==> config.mk <==
export PLATFORM = sky130hd
export DESIGN_NAME = flash_protect_host
export DESIGN_NICKNAME = d
export VERILOG_FILES = /design/src/rtl/flash_host_pkg.sv /design/src/rtl/flash_cyc_if.sv /design/src/rtl/flash_cycle.sv /design/src/rtl/flash_protect_host.sv /design/src/rtl/gap_timer.sv
export SDC_FILE = /design/constraint.sdc
export NUM_CORES = 1
export LEC_CHECK = 0
export ABC_AREA = 1
export BUFFER_PORTS_ARGS = -buffer_cell sky130_fd_sc_hd__buf_2
export CAP_MARGIN = 20
export CORE_ASPECT_RATIO = 1.2
export CORE_MARGIN = 5
export CORE_UTILIZATION = 60
export CTS_BUF_LIST = sky130_fd_sc_hd__clkbuf_8
export DETAILED_ROUTE_END_ITERATION = 7
export PLACE_DENSITY_LB_ADDON = 0.08
export RECOVER_POWER = 50
export SYNTH_ARGS = -nofsm -noshare
export SYNTH_HDL_FRONTEND = slang
export SYNTH_HIERARCHICAL = 1
export SYNTH_SLANG_ARGS = --single-unit
==> constraint.sdc <==
create_clock -name I_CLK -period 6 [get_ports I_CLK]
set_input_delay 0.9 -clock I_CLK [delete_from_list [all_inputs] [get_ports I_CLK]]
set_output_delay 0.9 -clock I_CLK [all_outputs]
set_load 0.02 [all_outputs]
==> src/rtl/flash_host_pkg.sv <==
package flash_host_pkg;
   localparam int CLK_MHZ = 40;
   localparam int ADDR_W = 23;
   localparam int DQ_W = 16;
   // bus-cycle timing, in ns
   localparam int T_WE_PULSE_NS = 50;
   localparam int T_ACCESS_NS = 120;
   localparam int WE_CYC = (T_WE_PULSE_NS * CLK_MHZ + 999) / 1000;
   localparam int ACC_CYC = (T_ACCESS_NS * CLK_MHZ + 999) / 1000;
   // command gaps, in us (the erase gap is 1.2 ms)
   localparam int T_LOCK_PROG_US = 100;
   localparam int T_PPB_ERASE_US = 1200;
   localparam int T_PW_GAP_US = 2;
   localparam int LOCK_PROG_CYC = T_LOCK_PROG_US * CLK_MHZ;
   localparam int PPB_ERASE_CYC = T_PPB_ERASE_US * CLK_MHZ;
   localparam int PW_GAP_CYC = T_PW_GAP_US * CLK_MHZ;
   localparam logic [3:0] RETRY_MAX = 4'h8;
   // unlock pattern
   localparam logic [11:0] ADDR_UNLOCK1 = 12'h555;
   localparam logic [11:0] ADDR_UNLOCK2 = 12'h2AA;
   localparam logic [7:0] DATA_UNLOCK1 = 8'hAA;
   localparam logic [7:0] DATA_UNLOCK2 = 8'h55;
   // command bytes
   localparam logic [7:0] CMD_RESET = 8'hF0;
   localparam logic [7:0] CMD_SEC_ENTRY = 8'h88;
   localparam logic [7:0] CMD_AUTOSEL = 8'h90;
   localparam logic [7:0] CMD_LOCK = 8'h60;
   localparam logic [7:0] CMD_PROG_BIT = 8'h68;
   localparam logic [7:0] CMD_BIT_VERIFY = 8'h48;
   localparam logic [7:0] CMD_PW_PROG = 8'h38;
   localparam logic [7:0] CMD_PW_VERIFY = 8'hC8;
   localparam logic [7:0] CMD_PW_UNLOCK = 8'h28;
   localparam logic [7:0] CMD_ERASE_BITS = 8'h40;
   localparam logic [7:0] CMD_LOCK_SET = 8'h78;
   localparam logic [7:0] CMD_LOCK_STATUS = 8'h58;
   localparam logic [7:0] CMD_PROGRAM = 8'hA0;
   localparam logic [7:0] CMD_ERASE = 8'h80;
   localparam logic [7:0] CMD_SECT_ERASE = 8'h30;
   // low address byte of protection bits
   localparam logic [7:0] LOW_SECURE = 8'h1A;
   localparam logic [7:0] LOW_PW_LOCK = 8'h0A;
   localparam logic [7:0] LOW_PERS_LOCK = 8'h12;
   localparam logic [7:0] LOW_PPB = 8'h02;
   // register map
   localparam logic [7:0] REG_CTRL = 8'h00;
   localparam logic [7:0] REG_ADDR = 8'h04;
   localparam logic [7:0] REG_DATA = 8'h08;
   localparam logic [7:0] REG_STATUS = 8'h0C;
   localparam logic [7:0] REG_PW0 = 8'h10;
   localparam int CTRL_GO_BIT = 8;
   localparam int CTRL_ABORT_BIT = 9;
   localparam int ST_BUSY_BIT = 0;
   localparam int ST_PASS_BIT = 1;
   localparam int ST_FAIL_BIT = 2;
   localparam int ST_ABORT_BIT = 3;
   localparam int ST_PROT_BIT = 4;
   localparam int ST_LOCK_BIT = 5;
   localparam int ST_RDATA_POS = 16;
   localparam int POLL_BIT = 7;

   typedef enum logic [4:0] {
      OP_RESET = 5'h00, OP_SEC_ENTRY = 5'h01, OP_SEC_EXIT = 5'h02, OP_SEC_PROT_PROG = 5'h03,
      OP_SEC_PROT_STATUS = 5'h04, OP_PW_PROG = 5'h05, OP_PW_VERIFY = 5'h06, OP_PW_UNLOCK = 5'h07,
      OP_PPB_PROG = 5'h08, OP_PPB_STATUS = 5'h09, OP_PPB_ERASE_ALL = 5'h0A, OP_LOCK_SET = 5'h0B,
      OP_LOCK_STATUS = 5'h0C, OP_DYB_WRITE = 5'h0D, OP_DYB_ERASE = 5'h0E, OP_DYB_STATUS = 5'h0F,
      OP_PWLOCK_PROG = 5'h10, OP_PWLOCK_STATUS = 5'h11, OP_PERSLOCK_PROG = 5'h12,
      OP_PERSLOCK_STATUS = 5'h13, OP_PROGRAM = 5'h14, OP_SECT_ERASE = 5'h15
   } op_type;

   typedef enum logic [2:0] {
      SK_WR = 3'h0, SK_RD = 3'h1, SK_WAIT_LOCK = 3'h2, SK_WAIT_ERASE = 3'h3,
      SK_WAIT_PW = 3'h4, SK_POLL = 3'h5, SK_END = 3'h6
   } step_kind_type;

   typedef struct packed {
      step_kind_type kind;
      logic [ADDR_W-1:0] addr;
      logic [DQ_W-1:0] data;
   } step_type;
endpackage

==> src/rtl/flash_cyc_if.sv <==
`timescale 1ns/1ps
`default_nettype none
interface flash_cyc_if;
   logic req;
   logic we;
   logic [22:0] addr;
   logic [15:0] wdata;
   logic done;
   logic [15:0] rdata;
   modport ctrl (output req, output we, output addr, output wdata, input done, input rdata);
   modport cyc (input req, input we, input addr, input wdata, output done, output rdata);
endinterface
`default_nettype wire

==> src/rtl/flash_cycle.sv <==
`timescale 1ns/1ps
`default_nettype none
module flash_cycle
   import flash_host_pkg::*;
(
   // clock and reset
   input wire logic i_clk,
   input wire logic i_rst_n,
   // request side
   flash_cyc_if.cyc bus,
   // flash pins
   output logic [ADDR_W-1:0] o_addr,
   output logic [DQ_W-1:0] o_dq,
   output logic o_dq_oe,
   input wire logic [DQ_W-1:0] i_dq,
   output logic o_cs_n,
   output logic o_oe_n,
   output logic o_we_n
);
   typedef enum logic [1:0] {CY_IDLE = 2'h0, CY_SETUP = 2'h1, CY_STROBE = 2'h2, CY_HOLD = 2'h3} cyc_state_type;
   cyc_state_type state_q;
   logic [3:0] cnt_q;
   logic we_q;
   wire logic [3:0] strobe_len = we_q ? 4'(WE_CYC) : 4'(ACC_CYC);
   wire logic strobe_end = (state_q == CY_STROBE) && (cnt_q == strobe_len - 4'h1);

   always_ff @(posedge i_clk)
   begin
      if (!i_rst_n)
      begin
         state_q <= CY_IDLE;
         cnt_q <= 4'h0;
         we_q <= 1'b0;
         o_addr <= '0;
         o_dq <= '0;
         o_dq_oe <= 1'b0;
         o_cs_n <= 1'b1;
         o_oe_n <= 1'b1;
         o_we_n <= 1'b1;
         bus.done <= 1'b0;
         bus.rdata <= '0;
      end
      else
      begin
         bus.done <= 1'b0;
         case (state_q)
            CY_IDLE:
            begin
               if (bus.req)
               begin
                  state_q <= CY_SETUP;
                  we_q <= bus.we;
                  o_addr <= bus.addr;
                  o_dq <= bus.wdata;
                  o_dq_oe <= bus.we;
                  o_cs_n <= 1'b0;
               end
            end
            CY_SETUP:
            begin
               state_q <= CY_STROBE;
               cnt_q <= 4'h0;
               o_we_n <= ~we_q;
               o_oe_n <= we_q;
            end
            CY_STROBE:
            begin
               cnt_q <= cnt_q + 4'h1;
               if (strobe_end)
               begin
                  // data latches at the rising write strobe; read sampled after access time
                  state_q <= CY_HOLD;
                  o_we_n <= 1'b1;
                  o_oe_n <= 1'b1;
                  if (!we_q)
                     bus.rdata <= i_dq;
               end
            end
            default:
            begin
               state_q <= CY_IDLE;
               o_cs_n <= 1'b1;
               o_dq_oe <= 1'b0;
               bus.done <= 1'b1;
            end
         endcase
      end
   end
endmodule
`default_nettype wire

==> src/rtl/flash_protect_host.sv <==
// The register offsets and the Wishbone slave port are this design's own decisions.
`timescale 1ns/1ps
`default_nettype none
module flash_protect_host
   import flash_host_pkg::*;
#(
   parameter int PPB_ERASE_WAIT = flash_host_pkg::PPB_ERASE_CYC
)
(
   // clock and reset
   input wire logic I_CLK,
   input wire logic I_RST_N,
   // wishbone slave
   input wire logic I_WB_CYC,
   input wire logic I_WB_STB,
   input wire logic I_WB_WE,
   input wire logic [7:0] I_WB_ADR,
   input wire logic [3:0] I_WB_SEL,
   input wire logic [31:0] I_WB_DAT,
   output logic [31:0] O_WB_DAT,
   output logic O_WB_ACK,
   // flash pins
   output logic [flash_host_pkg::ADDR_W-1:0] O_FLASH_ADDR,
   output logic [flash_host_pkg::DQ_W-1:0] O_FLASH_DQ,
   output logic O_FLASH_DQ_OE,
   input wire logic [flash_host_pkg::DQ_W-1:0] I_FLASH_DQ,
   output logic O_FLASH_CS_N,
   output logic O_FLASH_OE_N,
   output logic O_FLASH_WE_N
);
   import flash_host_pkg::*;

   typedef enum logic [1:0] {ST_IDLE = 2'h0, ST_EXEC = 2'h1, ST_BUS = 2'h2, ST_WAIT = 2'h3} state_type;

   function automatic logic [31:0] merge32(logic [31:0] old, logic [31:0] nw, logic [3:0] sel);
      logic [31:0] r;
      r = old;
      for (int b = 0; b < 4; b++)
         if (sel[b])
            r[b*8 +: 8] = nw[b*8 +: 8];
      return r;
   endfunction

   function automatic logic [7:0] cmd_of(op_type op);
      case (op)
         OP_SEC_ENTRY: cmd_of = CMD_SEC_ENTRY;
         OP_SEC_EXIT, OP_PPB_STATUS: cmd_of = CMD_AUTOSEL;
         OP_PW_PROG: cmd_of = CMD_PW_PROG;
         OP_PW_VERIFY: cmd_of = CMD_PW_VERIFY;
         OP_PW_UNLOCK: cmd_of = CMD_PW_UNLOCK;
         OP_LOCK_SET: cmd_of = CMD_LOCK_SET;
         OP_LOCK_STATUS, OP_DYB_STATUS: cmd_of = CMD_LOCK_STATUS;
         OP_DYB_WRITE, OP_DYB_ERASE: cmd_of = CMD_BIT_VERIFY;
         OP_PROGRAM: cmd_of = CMD_PROGRAM;
         OP_SECT_ERASE: cmd_of = CMD_ERASE;
         default: cmd_of = CMD_LOCK;
      endcase
   endfunction

   // low address byte of the addressed protection bit
   function automatic logic [7:0] low_of(op_type op);
      case (op)
         OP_SEC_PROT_PROG, OP_SEC_PROT_STATUS: low_of = LOW_SECURE;
         OP_PPB_PROG, OP_PPB_STATUS, OP_PPB_ERASE_ALL: low_of = LOW_PPB;
         OP_PWLOCK_PROG, OP_PWLOCK_STATUS: low_of = LOW_PW_LOCK;
         OP_PERSLOCK_PROG, OP_PERSLOCK_STATUS: low_of = LOW_PERS_LOCK;
         default: low_of = 8'h00;
      endcase
   endfunction

   function automatic logic is_lock_prog(op_type op);
      return op == OP_SEC_PROT_PROG || op == OP_PPB_PROG || op == OP_PWLOCK_PROG || op == OP_PERSLOCK_PROG;
   endfunction

   function automatic step_type mk(step_kind_type k, logic [ADDR_W-1:0] a, logic [DQ_W-1:0] d);
      step_type s;
      s.kind = k;
      s.addr = a;
      s.data = d;
      return s;
   endfunction

   // one bus step of the chosen sequence
   function automatic step_type step_desc(op_type op, logic [3:0] st, logic [2:0] bank,
                                          logic [ADDR_W-1:0] tgt, logic [ADDR_W-1:0] sect,
                                          logic [DQ_W-1:0] dat, logic [DQ_W-1:0] pw);
      logic [ADDR_W-1:0] u1;
      logic [ADDR_W-1:0] u2;
      step_type d;
      u1 = {bank, 8'h00, ADDR_UNLOCK1};
      u2 = {bank, 8'h00, ADDR_UNLOCK2};
      d = mk(SK_END, tgt, 16'h0000);
      if (op == OP_RESET)
      begin
         if (st == 4'h0)
            d = mk(SK_WR, tgt, {8'h00, CMD_RESET});
      end
      else if (st == 4'h0)
         d = mk(SK_WR, u1, {8'h00, DATA_UNLOCK1});
      else if (st == 4'h1)
         d = mk(SK_WR, u2, {8'h00, DATA_UNLOCK2});
      else if (st == 4'h2)
         d = mk(SK_WR, u1, {8'h00, cmd_of(op)});
      else
      begin
         case (op)
            OP_SEC_EXIT:
               if (st == 4'h3)
                  d = mk(SK_WR, {bank, 20'h00000}, 16'h0000);
            OP_SEC_PROT_PROG, OP_PPB_PROG, OP_PWLOCK_PROG, OP_PERSLOCK_PROG:
               case (st)
                  4'h3: d = mk(SK_WR, tgt, {8'h00, CMD_PROG_BIT});
                  4'h4: d = mk(SK_WAIT_LOCK, tgt, 16'h0000);
                  4'h5: d = mk(SK_WR, tgt, {8'h00, CMD_BIT_VERIFY});
                  4'h6: d = mk(SK_RD, tgt, 16'h0000);
                  default: d = mk(SK_END, tgt, 16'h0000);
               endcase
            OP_SEC_PROT_STATUS, OP_PWLOCK_STATUS, OP_PERSLOCK_STATUS:
               case (st)
                  4'h3: d = mk(SK_WR, tgt, {8'h00, CMD_BIT_VERIFY});
                  4'h4: d = mk(SK_RD, tgt, 16'h0000);
                  default: d = mk(SK_END, tgt, 16'h0000);
               endcase
            OP_PPB_ERASE_ALL: // software programs every bit first
               case (st)
                  4'h3: d = mk(SK_WR, tgt, {8'h00, CMD_LOCK});
                  4'h4: d = mk(SK_WAIT_ERASE, tgt, 16'h0000);
                  4'h5: d = mk(SK_WR, sect, {8'h00, CMD_ERASE_BITS});
                  4'h6: d = mk(SK_RD, tgt, 16'h0000);
                  default: d = mk(SK_END, tgt, 16'h0000);
               endcase
            OP_PW_PROG:
               if (st == 4'h3)
                  d = mk(SK_WR, tgt, pw);
            OP_PW_VERIFY, OP_PPB_STATUS, OP_LOCK_STATUS, OP_DYB_STATUS:
               if (st == 4'h3)
                  d = mk(SK_RD, tgt, 16'h0000);
            OP_PW_UNLOCK:
               if (st <= 4'h9)
                  d = st[0] ? mk(SK_WR, tgt, pw) : mk(SK_WAIT_PW, tgt, 16'h0000);
            OP_DYB_WRITE, OP_DYB_ERASE:
               if (st == 4'h3)
                  d = mk(SK_WR, sect, {15'h0000, op == OP_DYB_WRITE});
            OP_PROGRAM:
               case (st)
                  4'h3: d = mk(SK_WR, tgt, dat);
                  4'h4: d = mk(SK_POLL, tgt, 16'h0000);
                  4'h5: d = mk(SK_RD, tgt, 16'h0000);
                  default: d = mk(SK_END, tgt, 16'h0000);
               endcase
            OP_SECT_ERASE:
               case (st)
                  4'h3: d = mk(SK_WR, u1, {8'h00, DATA_UNLOCK1});
                  4'h4: d = mk(SK_WR, u2, {8'h00, DATA_UNLOCK2});
                  4'h5: d = mk(SK_WR, sect, {8'h00, CMD_SECT_ERASE});
                  4'h6: d = mk(SK_POLL, sect, 16'h0000);
                  4'h7: d = mk(SK_RD, sect, 16'h0000);
                  default: d = mk(SK_END, tgt, 16'h0000);
               endcase
            default: d = mk(SK_END, tgt, 16'h0000);
         endcase
      end
      return d;
   endfunction

   state_type state_q;
   op_type op_q;
   logic [ADDR_W-1:0] addr_q;
   logic [DQ_W-1:0] data_q;
   logic [DQ_W-1:0] pw_q [0:3];
   logic [3:0] step_q;
   logic [3:0] retry_q;
   logic pass_q;
   logic fail_q;
   logic abort_q;
   logic aborted_q;
   logic [DQ_W-1:0] rd_q;
   logic req_q;
   logic tmr_load_q;
   logic [15:0] tmr_count_q;
   wire logic tmr_done;

   flash_cyc_if cyc_if ();
   assign cyc_if.req = req_q;

   // bus slave decode
   wire logic wb_hit = I_WB_CYC && I_WB_STB && !O_WB_ACK;
   wire logic wb_wr = wb_hit && I_WB_WE;
   wire logic busy = state_q != ST_IDLE;
   wire logic [31:0] ctrl_new = merge32({23'h0, 1'b0, 3'h0, op_q}, I_WB_DAT, I_WB_SEL);
   wire logic wr_ctrl = wb_wr && I_WB_ADR == REG_CTRL;
   wire logic start = wr_ctrl && ctrl_new[CTRL_GO_BIT] && !busy;
   wire logic [1:0] pw_sel = I_WB_ADR[3:2];
   wire logic wr_pw = wb_wr && I_WB_ADR[7:4] == REG_PW0[7:4] && I_WB_ADR[1:0] == 2'h0;
   wire logic [31:0] status_word = {rd_q, 10'h000, rd_q[1], rd_q[0], aborted_q, fail_q, pass_q, busy};
   wire logic [31:0] rd_mux =
      (I_WB_ADR == REG_CTRL) ? {27'h0, op_q} :
      (I_WB_ADR == REG_ADDR) ? {9'h000, addr_q} :
      (I_WB_ADR == REG_DATA) ? {16'h0000, data_q} :
      (I_WB_ADR == REG_STATUS) ? status_word :
      wr_pw || (I_WB_ADR[7:4] == REG_PW0[7:4] && I_WB_ADR[1:0] == 2'h0) ? {16'h0000, pw_q[pw_sel]} :
      32'h0000_0000;

   // sequence decode
   wire logic [1:0] pidx = (op_q == OP_PW_UNLOCK) ? step_q[2:1] - 2'h1 : addr_q[1:0];
   wire logic [2:0] bank = addr_q[22:20];
   wire logic [ADDR_W-1:0] sect = {addr_q[22:12], 12'h000};
   wire logic pw_op = op_q == OP_PW_PROG || op_q == OP_PW_VERIFY || op_q == OP_PW_UNLOCK;
   wire logic [ADDR_W-1:0] tgt =
      (op_q == OP_PROGRAM) ? addr_q :
      pw_op ? {bank, 18'h00000, pidx} :
      {addr_q[22:12], 4'h0, low_of(op_q)};
   wire step_type cur = step_desc(op_q, step_q, bank, tgt, sect, data_q, pw_q[pidx]);
   // program polls for the true bit seven, erase for one
   wire logic poll_want = (op_q == OP_PROGRAM) ? data_q[POLL_BIT] : 1'b1;
   wire logic verify_rd = is_lock_prog(op_q) || op_q == OP_PPB_ERASE_ALL;
   wire logic verify_ok = cyc_if.rdata[0] == is_lock_prog(op_q);
   wire logic [15:0] wait_cyc =
      (cur.kind == SK_WAIT_LOCK) ? 16'(LOCK_PROG_CYC) :
      (cur.kind == SK_WAIT_ERASE) ? 16'(PPB_ERASE_WAIT) : 16'(PW_GAP_CYC);

   gap_timer u_timer (
      .i_clk(I_CLK),
      .i_rst_n(I_RST_N),
      .i_load(tmr_load_q),
      .i_count(tmr_count_q),
      .o_done(tmr_done)
   );

   flash_cycle u_cycle (
      .i_clk(I_CLK),
      .i_rst_n(I_RST_N),
      .bus(cyc_if.cyc),
      .o_addr(O_FLASH_ADDR),
      .o_dq(O_FLASH_DQ),
      .o_dq_oe(O_FLASH_DQ_OE),
      .i_dq(I_FLASH_DQ),
      .o_cs_n(O_FLASH_CS_N),
      .o_oe_n(O_FLASH_OE_N),
      .o_we_n(O_FLASH_WE_N)
   );

   always_ff @(posedge I_CLK)
   begin
      if (!I_RST_N)
      begin
         O_WB_ACK <= 1'b0;
         O_WB_DAT <= 32'h0000_0000;
         op_q <= OP_RESET;
         addr_q <= '0;
         data_q <= '0;
         for (int i = 0; i < 4; i++)
            pw_q[i] <= '0;
      end
      else
      begin
         O_WB_ACK <= wb_hit;
         if (wb_hit)
            O_WB_DAT <= rd_mux;
         // operands are frozen while a sequence runs
         if (wr_ctrl && !busy)
            op_q <= op_type'(ctrl_new[4:0]);
         if (wb_wr && I_WB_ADR == REG_ADDR && !busy)
            addr_q <= ADDR_W'(merge32({9'h000, addr_q}, I_WB_DAT, I_WB_SEL));
         if (wb_wr && I_WB_ADR == REG_DATA && !busy)
            data_q <= DQ_W'(merge32({16'h0000, data_q}, I_WB_DAT, I_WB_SEL));
         if (wr_pw && !busy)
            pw_q[pw_sel] <= DQ_W'(merge32({16'h0000, pw_q[pw_sel]}, I_WB_DAT, I_WB_SEL));
      end
   end

   always_ff @(posedge I_CLK)
   begin
      if (!I_RST_N)
      begin
         state_q <= ST_IDLE;
         step_q <= 4'h0;
         retry_q <= 4'h0;
         pass_q <= 1'b0;
         fail_q <= 1'b0;
         abort_q <= 1'b0;
         aborted_q <= 1'b0;
         rd_q <= '0;
         req_q <= 1'b0;
         tmr_load_q <= 1'b0;
         tmr_count_q <= 16'h0000;
         cyc_if.we <= 1'b0;
         cyc_if.addr <= '0;
         cyc_if.wdata <= '0;
      end
      else
      begin
         req_q <= 1'b0;
         tmr_load_q <= 1'b0;
         if (wr_ctrl && ctrl_new[CTRL_ABORT_BIT] && busy)
            abort_q <= 1'b1;
         case (state_q)
            ST_IDLE:
            begin
               if (start)
               begin
                  state_q <= ST_EXEC;
                  step_q <= 4'h0;
                  retry_q <= 4'h0;
                  pass_q <= 1'b0;
                  fail_q <= 1'b0;
                  abort_q <= 1'b0;
                  aborted_q <= 1'b0;
               end
            end
            ST_EXEC:
            begin
               if (cur.kind == SK_END)
               begin
                  state_q <= ST_IDLE;
                  pass_q <= 1'b1;
               end
               else if (cur.kind == SK_WR || cur.kind == SK_RD || cur.kind == SK_POLL)
               begin
                  state_q <= ST_BUS;
                  req_q <= 1'b1;
                  cyc_if.we <= cur.kind == SK_WR;
                  cyc_if.addr <= cur.addr;
                  cyc_if.wdata <= cur.data;
               end
               else
               begin
                  state_q <= ST_WAIT;
                  tmr_load_q <= 1'b1;
                  tmr_count_q <= wait_cyc;
               end
            end
            ST_BUS:
            begin
               if (cyc_if.done)
               begin
                  state_q <= ST_EXEC;
                  if (cur.kind != SK_WR)
                     rd_q <= cyc_if.rdata;
                  if (cur.kind == SK_POLL)
                  begin
                     // status is read back right after the last write strobe
                     if (cyc_if.rdata[POLL_BIT] == poll_want)
                        step_q <= step_q + 4'h1;
                     else if (abort_q)
                     begin
                        state_q <= ST_IDLE;
                        aborted_q <= 1'b1;
                     end
                  end
                  else if (cur.kind == SK_RD && verify_rd && !verify_ok)
                  begin
                     // whole command reissued, bounded so a dead bit cannot hang us
                     if (retry_q == RETRY_MAX || abort_q)
                     begin
                        state_q <= ST_IDLE;
                        fail_q <= 1'b1;
                        aborted_q <= abort_q;
                     end
                     else
                     begin
                        retry_q <= retry_q + 4'h1;
                        step_q <= 4'h0;
                     end
                  end
                  else
                     step_q <= step_q + 4'h1;
               end
            end
            default:
            begin
               if (tmr_done)
               begin
                  state_q <= ST_EXEC;
                  step_q <= step_q + 4'h1;
               end
            end
         endcase
      end
   end
endmodule
`default_nettype wire

==> src/rtl/gap_timer.sv <==
`timescale 1ns/1ps
`default_nettype none
module gap_timer
(
   // clock and reset
   input wire logic i_clk,
   input wire logic i_rst_n,
   // control
   input wire logic i_load,
   input wire logic [15:0] i_count,
   output logic o_done
);
   logic [15:0] cnt_q;
   logic run_q;

   always_ff @(posedge i_clk)
   begin
      if (!i_rst_n)
      begin
         cnt_q <= 16'h0000;
         run_q <= 1'b0;
         o_done <= 1'b0;
      end
      else
      begin
         o_done <= 1'b0;
         if (i_load)
         begin
            cnt_q <= i_count;
            run_q <= 1'b1;
         end
         else if (run_q)
         begin
            cnt_q <= cnt_q - 16'h0001;
            if (cnt_q <= 16'h0001)
            begin
               run_q <= 1'b0;
               o_done <= 1'b1;
            end
         end
      end
   end
endmodule
`default_nettype wire

# Word level (Yosys, flattened, before mapping)
# Memory sizes are Yosys's and may differ from the RTL's. A register that Yosys moved wholly into a read port is not among the register bits.
# Cells that the tools add are included.
[word_totals]
reg_bits = 250
output_inout_bits = 76
mem_bits_rw = 64
rom_bits = 256
input_bits = 65
wordCells = 298
n_memories = 3
[mem_list]
columns = ["memory", "words", "width", "rd", "rd_ports_with_merged_regs", "write_ports", "line_no", "rtl"]
rows = [
  ["(no name shown)", 32, 5, 1, 1, 0, "flash_protect_host.sv:45", "case (op)"],
  ["(no name shown)", 32, 3, 1, 1, 0, "flash_protect_host.sv:62", "case (op)"],
  ["pw_q", 4, 16, 2, 0, 4, "flash_protect_host.sv:170", "logic [DQ_W-1:0] pw_q [0:3];"],
]
[classes]
add_sub_neg = 6
muxes = 109
order_cmp = 2
bitwise = 7
reduce_logical = 77
eq_ne = 58
[ops]
columns = ["operator", "count"]
rows = [
  ["$mux W42", 11],
  ["$pmux W42 S10", 1],
  ["$pmux W42 S4", 2],
  ["$pmux W42 S5", 1],
  ["$mux W32", 4],
  ["$pmux W42 S3", 1],
  ["$mux W16", 6],
  ["$pmux W42 S2", 1],
  ["$mux W8", 6],
  ["$mux W4", 11],
  ["$mux W20", 2],
  ["$mux W1", 36],
  ["$eq A5 B4 Y1 const B", 7],
  ["$eq A5 B5 Y1 const B", 6],
  ["$eq A5 B3 Y1 const B", 4],
  ["$logic_and A1 B1 Y1", 20],
  ["$mux W2", 10],
  ["$mux W5", 4],
  ["$reduce_and A2 Y1", 10],
  ["$reduce_and A3 Y1", 6],
  ["$reduce_and A6 Y1", 3],
  ["$eq A4 B3 Y1 const B", 4],
  ["$eq A8 B4 Y1 const B", 2],
  ["$le A16 B1 Y1 const B", 1],
  ["42 further kinds", 100],
]

# Logic depth before layout (Yosys ltp)
# Gate-level depths: netlist of the first run.
[depth]
word_depth = 19
mapped_depth = 20
ltp_nobuf = 20

# By module
# The synthesis of the first run kept the hierarchy.
[by_module_without_submodules]
columns = ["module", "instances", "area_per_inst_um2", "cells_each", "seq_area_each_um2"]
rows = [
  ["flash_protect_host", 1, 11431.0, 1540, 5144.9],
  ["flash_cycle", 1, 2543.7, 319, 1341.3],
  ["gap_timer", 1, 1161.1, 177, 360.3],
]

# Worst setup path before layout of the first run
# No wires, ideal clock.
[synth_path]
kind = "input to register"
startpoint = "in I_WB_ADR[1]"
endpoint = "mem pw_q[3][0] (enable)"
path_buffers = 0
required_time_ns = 5.589
setup_ns = 0.411
path_slack_ns = 2.725
cell_stages = 5
arrival_ns = 2.864
path_cell_list = "nor2_1 inv_1 nor3_1 nand2_1 o21ai_0"
[synth_lines]
columns = ["element", "line_no", "rtl"]
rows = [
  ["from (decl)", "flash_protect_host.sv:17", "input wire logic [7:0] I_WB_ADR,"],
  ["to (decl)", "flash_protect_host.sv:170", ""],
]

==> impl_results.md, run 1 <==
* WP data required at 6190 ps
* Overflow after GRT at 0
* Area Growth Syn to Fin at 11.5%
* 1st-iter DRT viols at 1340
* Commonest non-fill, non-tap cell in the layout: nor2_1
* IO Count at 141
* Ys Warns at 6
* Ant diodes at 0
* Synth area leaders: dfxtp_1 (33%), edfxtp_1 (13%), nor2_1 (9.5%), nand2_1 (8.9%), o21ai_0 (6.1%)
* Post-synthesis sequential area ratio at 45.2%
* Antenna-violating nets left at 0
* Routed via count at 14600
* Die ar. at 0.0285 sq mm
* Mapped Cells at 2036
* Max Fclk at 0.234 GHz
* Initial antenna violation count at 0
* Yosys reg bits at 310
* Hold_ws at 450 ps
* Starting Density at 61.0%
* Syn Area/Cell at 7.43 sq um
* Nets at 2239
* Hold buffer count at cts at 0
* DIE HEIGHT at 184 um
* DP Worst Slack at 2040 ps
* Post-synth top area share at 32.5%
* RSZ-0062 raised after global routing: false
* CP peak stage delay at 1050 ps
* Placer Congestion at 0.969
* Path depth of the worst reg2reg path at 15
* TritonCTS clock tree: yes
* Number of global-route vias before repair at 13700
* R2R Setup Slk at 2210 ps
* Slew margin rel. at -18.6%
* WL per Instance at 18.1 um
* Port bufs at 130
* Slew Limit Fails at 86
* Root Driver: clkbuf_8
* Setup crit start kind: input pin
* Critical path's slowest cell: clkbuf_1
* Most frequent cells in the layout: nor2_1 (385), nand2_1 (359), dfxtp_1 (246)
* Gr usage total at 30.9%
* Total Wirelength at 45500 um
* Routed vias/inst at 5.81
* Total iterations of the first detailed-routing run at 6
* Crit path max fanout at 43
* WS Path Type: in -> reg
* Yosys top cell by area: dfxtp_1
* HP Class: reg -> reg
* Remaining DRCs at 0
* Clock H-tree levels at 2
* Worst Tran Pin Value at 1780 ps
* Worst vdd ir at 0.184 mV
* EDFF count, synth at 64
* Period utilization at 71.3%
* CTS Buf Count at 50
* Setup WS post-layout at 1720 ps
* Largest net degree at the start of global routing at 71
* Post-CTS Setup Bufs at 0
* Placed wire-length estimate at 32400 um
* Pwr/cell area at 284 mW/mm^2
* Clock sinks at 310
* Fin. Hold Viols at 0
* Setup TNS at 0 ps
* Crit path cell chain: clkbuf_1 > inv_1 > nor2_1 > nand2_1 > nand2_1
* WHS Path Cells at 2
* Rows at 63
* Setup violators final at 0
* Hold_sp: u_cycle/bus.rdata[2]
* Asr flop ratio synth at 0%
* Post-synthesis cell area at 0.0151 sq mm
* Failing checks: max-capacitance violations, max-slew violations
* Crit. End Element: flop
* P_leak at 0.00683 uW
* Reg clk slew, reported paths at 60 ps
* Clock buffer depth at 3
* Status: finished with violations
* First-pass GRT wire length at 71200 um
* Layout cells sized above 1 at 10.1%
* Worst Hold End: u_cycle/bus.rdata[2]
* R2R Path Start: state_q[0]
* Core Box Area at 0.0248 sq mm
* Clk_skew at 36.1 ps
* CP dominant cell by count: nand2_1
* Die width at 155 um
* Critical Path AT at 4470 ps
* Main synth FF type: dfxtp_1
* Post-synthesis cell type count at 61
* Post-CTS Resized at 0
* Worst-skew pair later-pin latency at 590 ps
* Max-Cap Viols at 4
* Min Tclk post-route at 4280 ps
-- sequential cells by signal, summed over array words and instances, names as in the netlist, 2 cells and up, named ones only --
| name | cells |
|---|---|
| cyc_if.wdata | 16 |
| u_cycle/o_addr | 23 |
| retry_q | 4 |
| u_timer/cnt_q | 16 |
| op_q | 5 |
| u_cycle/o_dq | 16 |
| cyc_if.addr | 23 |
| u_cycle/cnt_q | 4 |
| u_cycle/state_q | 2 |
| pw_q | 64 |
| u_cycle/bus.rdata | 16 |
| data_q | 16 |
| tmr_count_q | 4 |
| state_q | 2 |
| rd_q | 16 |
| O_WB_DAT | 32 |
| addr_q | 23 |
| step_q | 4 |
-- cell usage after synthesis (9+ instances only) --
cell,n
a21oi_1,129
a22oi_1,10
a31oi_1,10
buf_2,18
clkbuf_1,51
dfxtp_1,246
edfxtp_1,64
ha_1,24
inv_1,153
inv_2,13
nand2_1,359
nand2_2,14
nand3_1,127
nand4_1,10
nor2_1,382
nor2_2,10
nor2_4,11
nor3_1,22
o211ai_1,17
o21ai_0,183
o21ai_1,38
o21ai_2,9
o22ai_1,36
-- stage by stage --
stage               total power (uW)  utilization, %  std cells  area (sq um)
finish                          4790            68.0       2514         16900
global route                    4980            68.0       2514         16900
CTS                             4810            68.6       2513         17000
detailed placement              2880            64.2       2422         15900
global placement                2860            64.1       2421         15900
floorplan                       2710               -       2040         15200
-- worst max-delay path: cells and delay by family --
| family | cells | cell delay, ps |
|---|---|---|
| and+or+nand+nor | 3 | 1820 |
| buffers and inverters | 2 | 1710 |
-- worst max path at each step --
stage | from | to | slack (ps)
final | I_RST_N | pw_q[0][6] | 1720
after global routing | I_RST_N | flop | 1530
after CTS | step_q[0] | cyc_if.addr[1] | 2440
after detailed placement | I_WB_CYC | flop | 2040
after global placement | I_WB_CYC | flop | 2150
after floorplan | I_WB_ADR[1] | pw_q[3][0] | 2720
-- layer usage --
layer / vias to the layer above / share of wire [%] / global-route usage [%]
li1: 7020 / - / -
met1: 6706 / 40 / 39.3
met2: 724 / 47 / 51.6
met3: 152 / 8.6 / 4.80
met4: 0 / 4.5 / 14.7
met5: - / 0 / 0
-- logic make-up (layout without fill, tap and decap cells) --
group	count (synthesis)	in the layout	synth area share, %
other cells	1	5	0.0248
flops	310	310	45.2
fa+ha+maj	24	24	1.98
simple gates	964	964	27.7
mux	2	2	0.132
buf+inv	259	408	7.04
compound gates	471	471	17.6
xor+xnor	5	5	0.339
-- cell type report --
cell class | count | area, sq um
fillers | 2204 | 7960
multi-input cells | 1471 | 7220
flip-flops and latches | 310 | 6850
clock buffers | 69 | 950
inverters | 172 | 653
repair buffers | 145 | 648
well taps | 325 | 407
clock inverters | 22 | 154
-- power by group --
part           internal [uW]  switching (uW)
Combinational            164             397
Sequential              2210            58.6
Clock                   1110             850
Total                   3480            1310
(Power assumes the default switching activity.)
==> run 2: changes to the inputs <==
Settings changed: CORE_UTILIZATION 60 to 56.
Clock period 6 ns to 3.6 ns, I/O delays scaled along.
==> run 2 against run 1 <==
  * Critical path depth is 1 higher
  * First-iteration DRC count increased by 2.3%
  * Sequential power increased by 67%
  * Highest routed layer unchanged
  * Critical endpoint is now O_WB_DAT[0]
  * Power up 60%
  * Design area increased by 0.16%
  * Setup slack got worse by 1400 ps
  * Via count shrank 1.8%
  * The run still ends with max-capacitance violations, max-slew violations left
==> impl_results.md, run 2 (same netlist as run 1, synthesis figures left out) <==
* Status: finished with violations
* Failing checks: max-capacitance violations, max-slew violations
* Post-layout util at 62.8%
* Regs by FF count: pw_q x64, O_WB_DAT x32
* Crit path cell chain: nor2_1 > clkbuf_1 > inv_1 > clkbuf_2 > a21oi_1 > a21oi_1
* Setup TNS at 0 ps
* Crit. End Element: flop
* Post-CTS Setup Bufs at 0
* TritonCTS clock tree: yes
* Placed wire-length estimate at 33700 um
* Top reg by flops: pw_q
* Port bufs at 130
* IO Count at 141
* P_leak at 0.00688 uW
* Die ar. at 0.0304 sq mm
* Area Growth Syn to Fin at 11.7%
* Critical Path AT at 3770 ps
* First-pass GRT wire length at 72500 um
* CP dominant cell by count: a21oi_1
* Layout fillers at 2562
* Total Wirelength at 46400 um
* Commonest non-fill, non-tap cell in the layout: nor2_1
* Area of the multi-input gates at 0.00721 sq mm
* Clk_skew at 14.8 ps
* Number of global-route vias before repair at 13500
* Fin. Hold Viols at 0
* Post-CTS Resized at 0
* Max Fclk at 0.301 GHz
* Gr usage total at 29.6%
* Max reg flops at 64
* Total iterations of the first detailed-routing run at 6
* Layout cells sized above 1 at 10.2%
* Routed via count at 14300
* Min Tclk post-route at 3330 ps
* Critical path's slowest cell: clkbuf_1
* Remaining DRCs at 0
* Worst vdd ir at 0.367 mV
* DIE HEIGHT at 190 um
* Hold buffer count at cts at 0
* WL per Instance at 18.2 um
* Clock buffer depth at 3
* Setup crit start kind: flop
* Starting Density at 56.2%
* Overflow after GRT at 0
* Delay-heaviest family, CP: buffers and inverters
* RSZ-0062 raised after global routing: false
* Placed Instance Area at 0.0161 sq mm
* Slew margin rel. at -24.0%
* CP peak stage delay at 1270 ps
* WS Path Type: reg -> reg
* Clock sinks at 310
* 1st-iter DRT viols at 1371
* HP Class: in -> reg
* Core Box Area at 0.0269 sq mm
* Clock H-tree levels at 2
* Placer Congestion at 0.971
* Routed vias/inst at 5.63
* Buf/Inv on CP at 3
* Rows at 66
* Nets at 2260
* Initial antenna violation count at 1
* FF+latch area at 0.00685 sq mm
* Slew Limit Fails at 85
* Worst Tran Pin Value at 1860 ps
* Max-Cap Viols at 3
* Final Power at 7640 uW
* WP data required at 4040 ps
* Period utilization at 92.4%
* Reg clk slew, reported paths at 60 ps
* Pwr/cell area at 452 mW/mm^2
* Worst-skew pair later-pin latency at 570 ps
* Antenna-violating nets left at 0
* Final Cell Area at 0.0169 sq mm
* Most frequent cells in the layout: nor2_1 (385), nand2_1 (360), dfxtp_1 (246)
* Root Driver: clkbuf_8
* Largest net degree at the start of global routing at 63
* Die width at 160 um
* Crit path max fanout at 33
* Setup violators final at 0
* CTS Buf Count at 50
-- run 2: cell types whose count changed in the layout (fill, tap and decap cells not counted), moves of 2 or more --
cell       change
a21oi_2        -2
inv_6          -2
clkbuf_8       -7
a21oi_1        +2
bufinv_16      -2
nor3_2         +2
nor3_1         -2
buf_4         +17
clkbuf_1       +4
inv_1         +10
clkinv_2       -3
-- run 2: final timing paths --
path                             start                    to  slack (ps)  depth (start not counted)
setup / recovery              O_WB_ACK           O_WB_DAT[0]         270                          6
hold / removal            I_WB_DAT[16]            addr_q[16]         240                          3
setup reg to reg              O_WB_ACK           O_WB_DAT[0]         270                          6
hold reg to reg   u_cycle/bus.rdata[6]  u_cycle/bus.rdata[6]         450                          2
-- run 2: worst reg2reg max path, cell delays in order (launching register included) --
cell and delay, ps:
dfxtp_1 310, nor2_1 140, clkbuf_1 1270, inv_1 420
clkbuf_2 530, a21oi_1 430, a21oi_1 110
-- run 2: layout make-up --
cell class / instances / share of cell area (%)
timing repair buffer: 166 / 4.68
clock inverter: 26 / 0.681
tap: 340 / 2.52
inverter: 172 / 3.86
multi-input combinational: 1471 / 42.7
antenna: 1 / 0.0148
clock buffer: 62 / 5.05
sequential: 310 / 40.5
-- run 2: report_power, final --
part           switching, uW  internal, uW  leakage [uW]
clock network           1380          1550      0.000580
logic                    658           282       0.00365
registers               96.8          3680       0.00265
total                   2130          5510       0.00688
-- run 2: layer usage --
layer,routed length (um),global-route usage [%],vias up
li1,-,-,7055
met1,18900,37.8,6583
met2,22000,50.0,578
met3,3510,4.75,118
met4,2070,12.5,0
met5,0,0,-
-- run 2: metrics by stage --
step	hold slack, ps	setup WS, ps	std cells
final	239	275	2548
after global routing	231	158	2548
after CTS	214	614	2546
after detailed placement	440	387	2458
after global placement	435	438	2458
after floorplan	422	685	2040
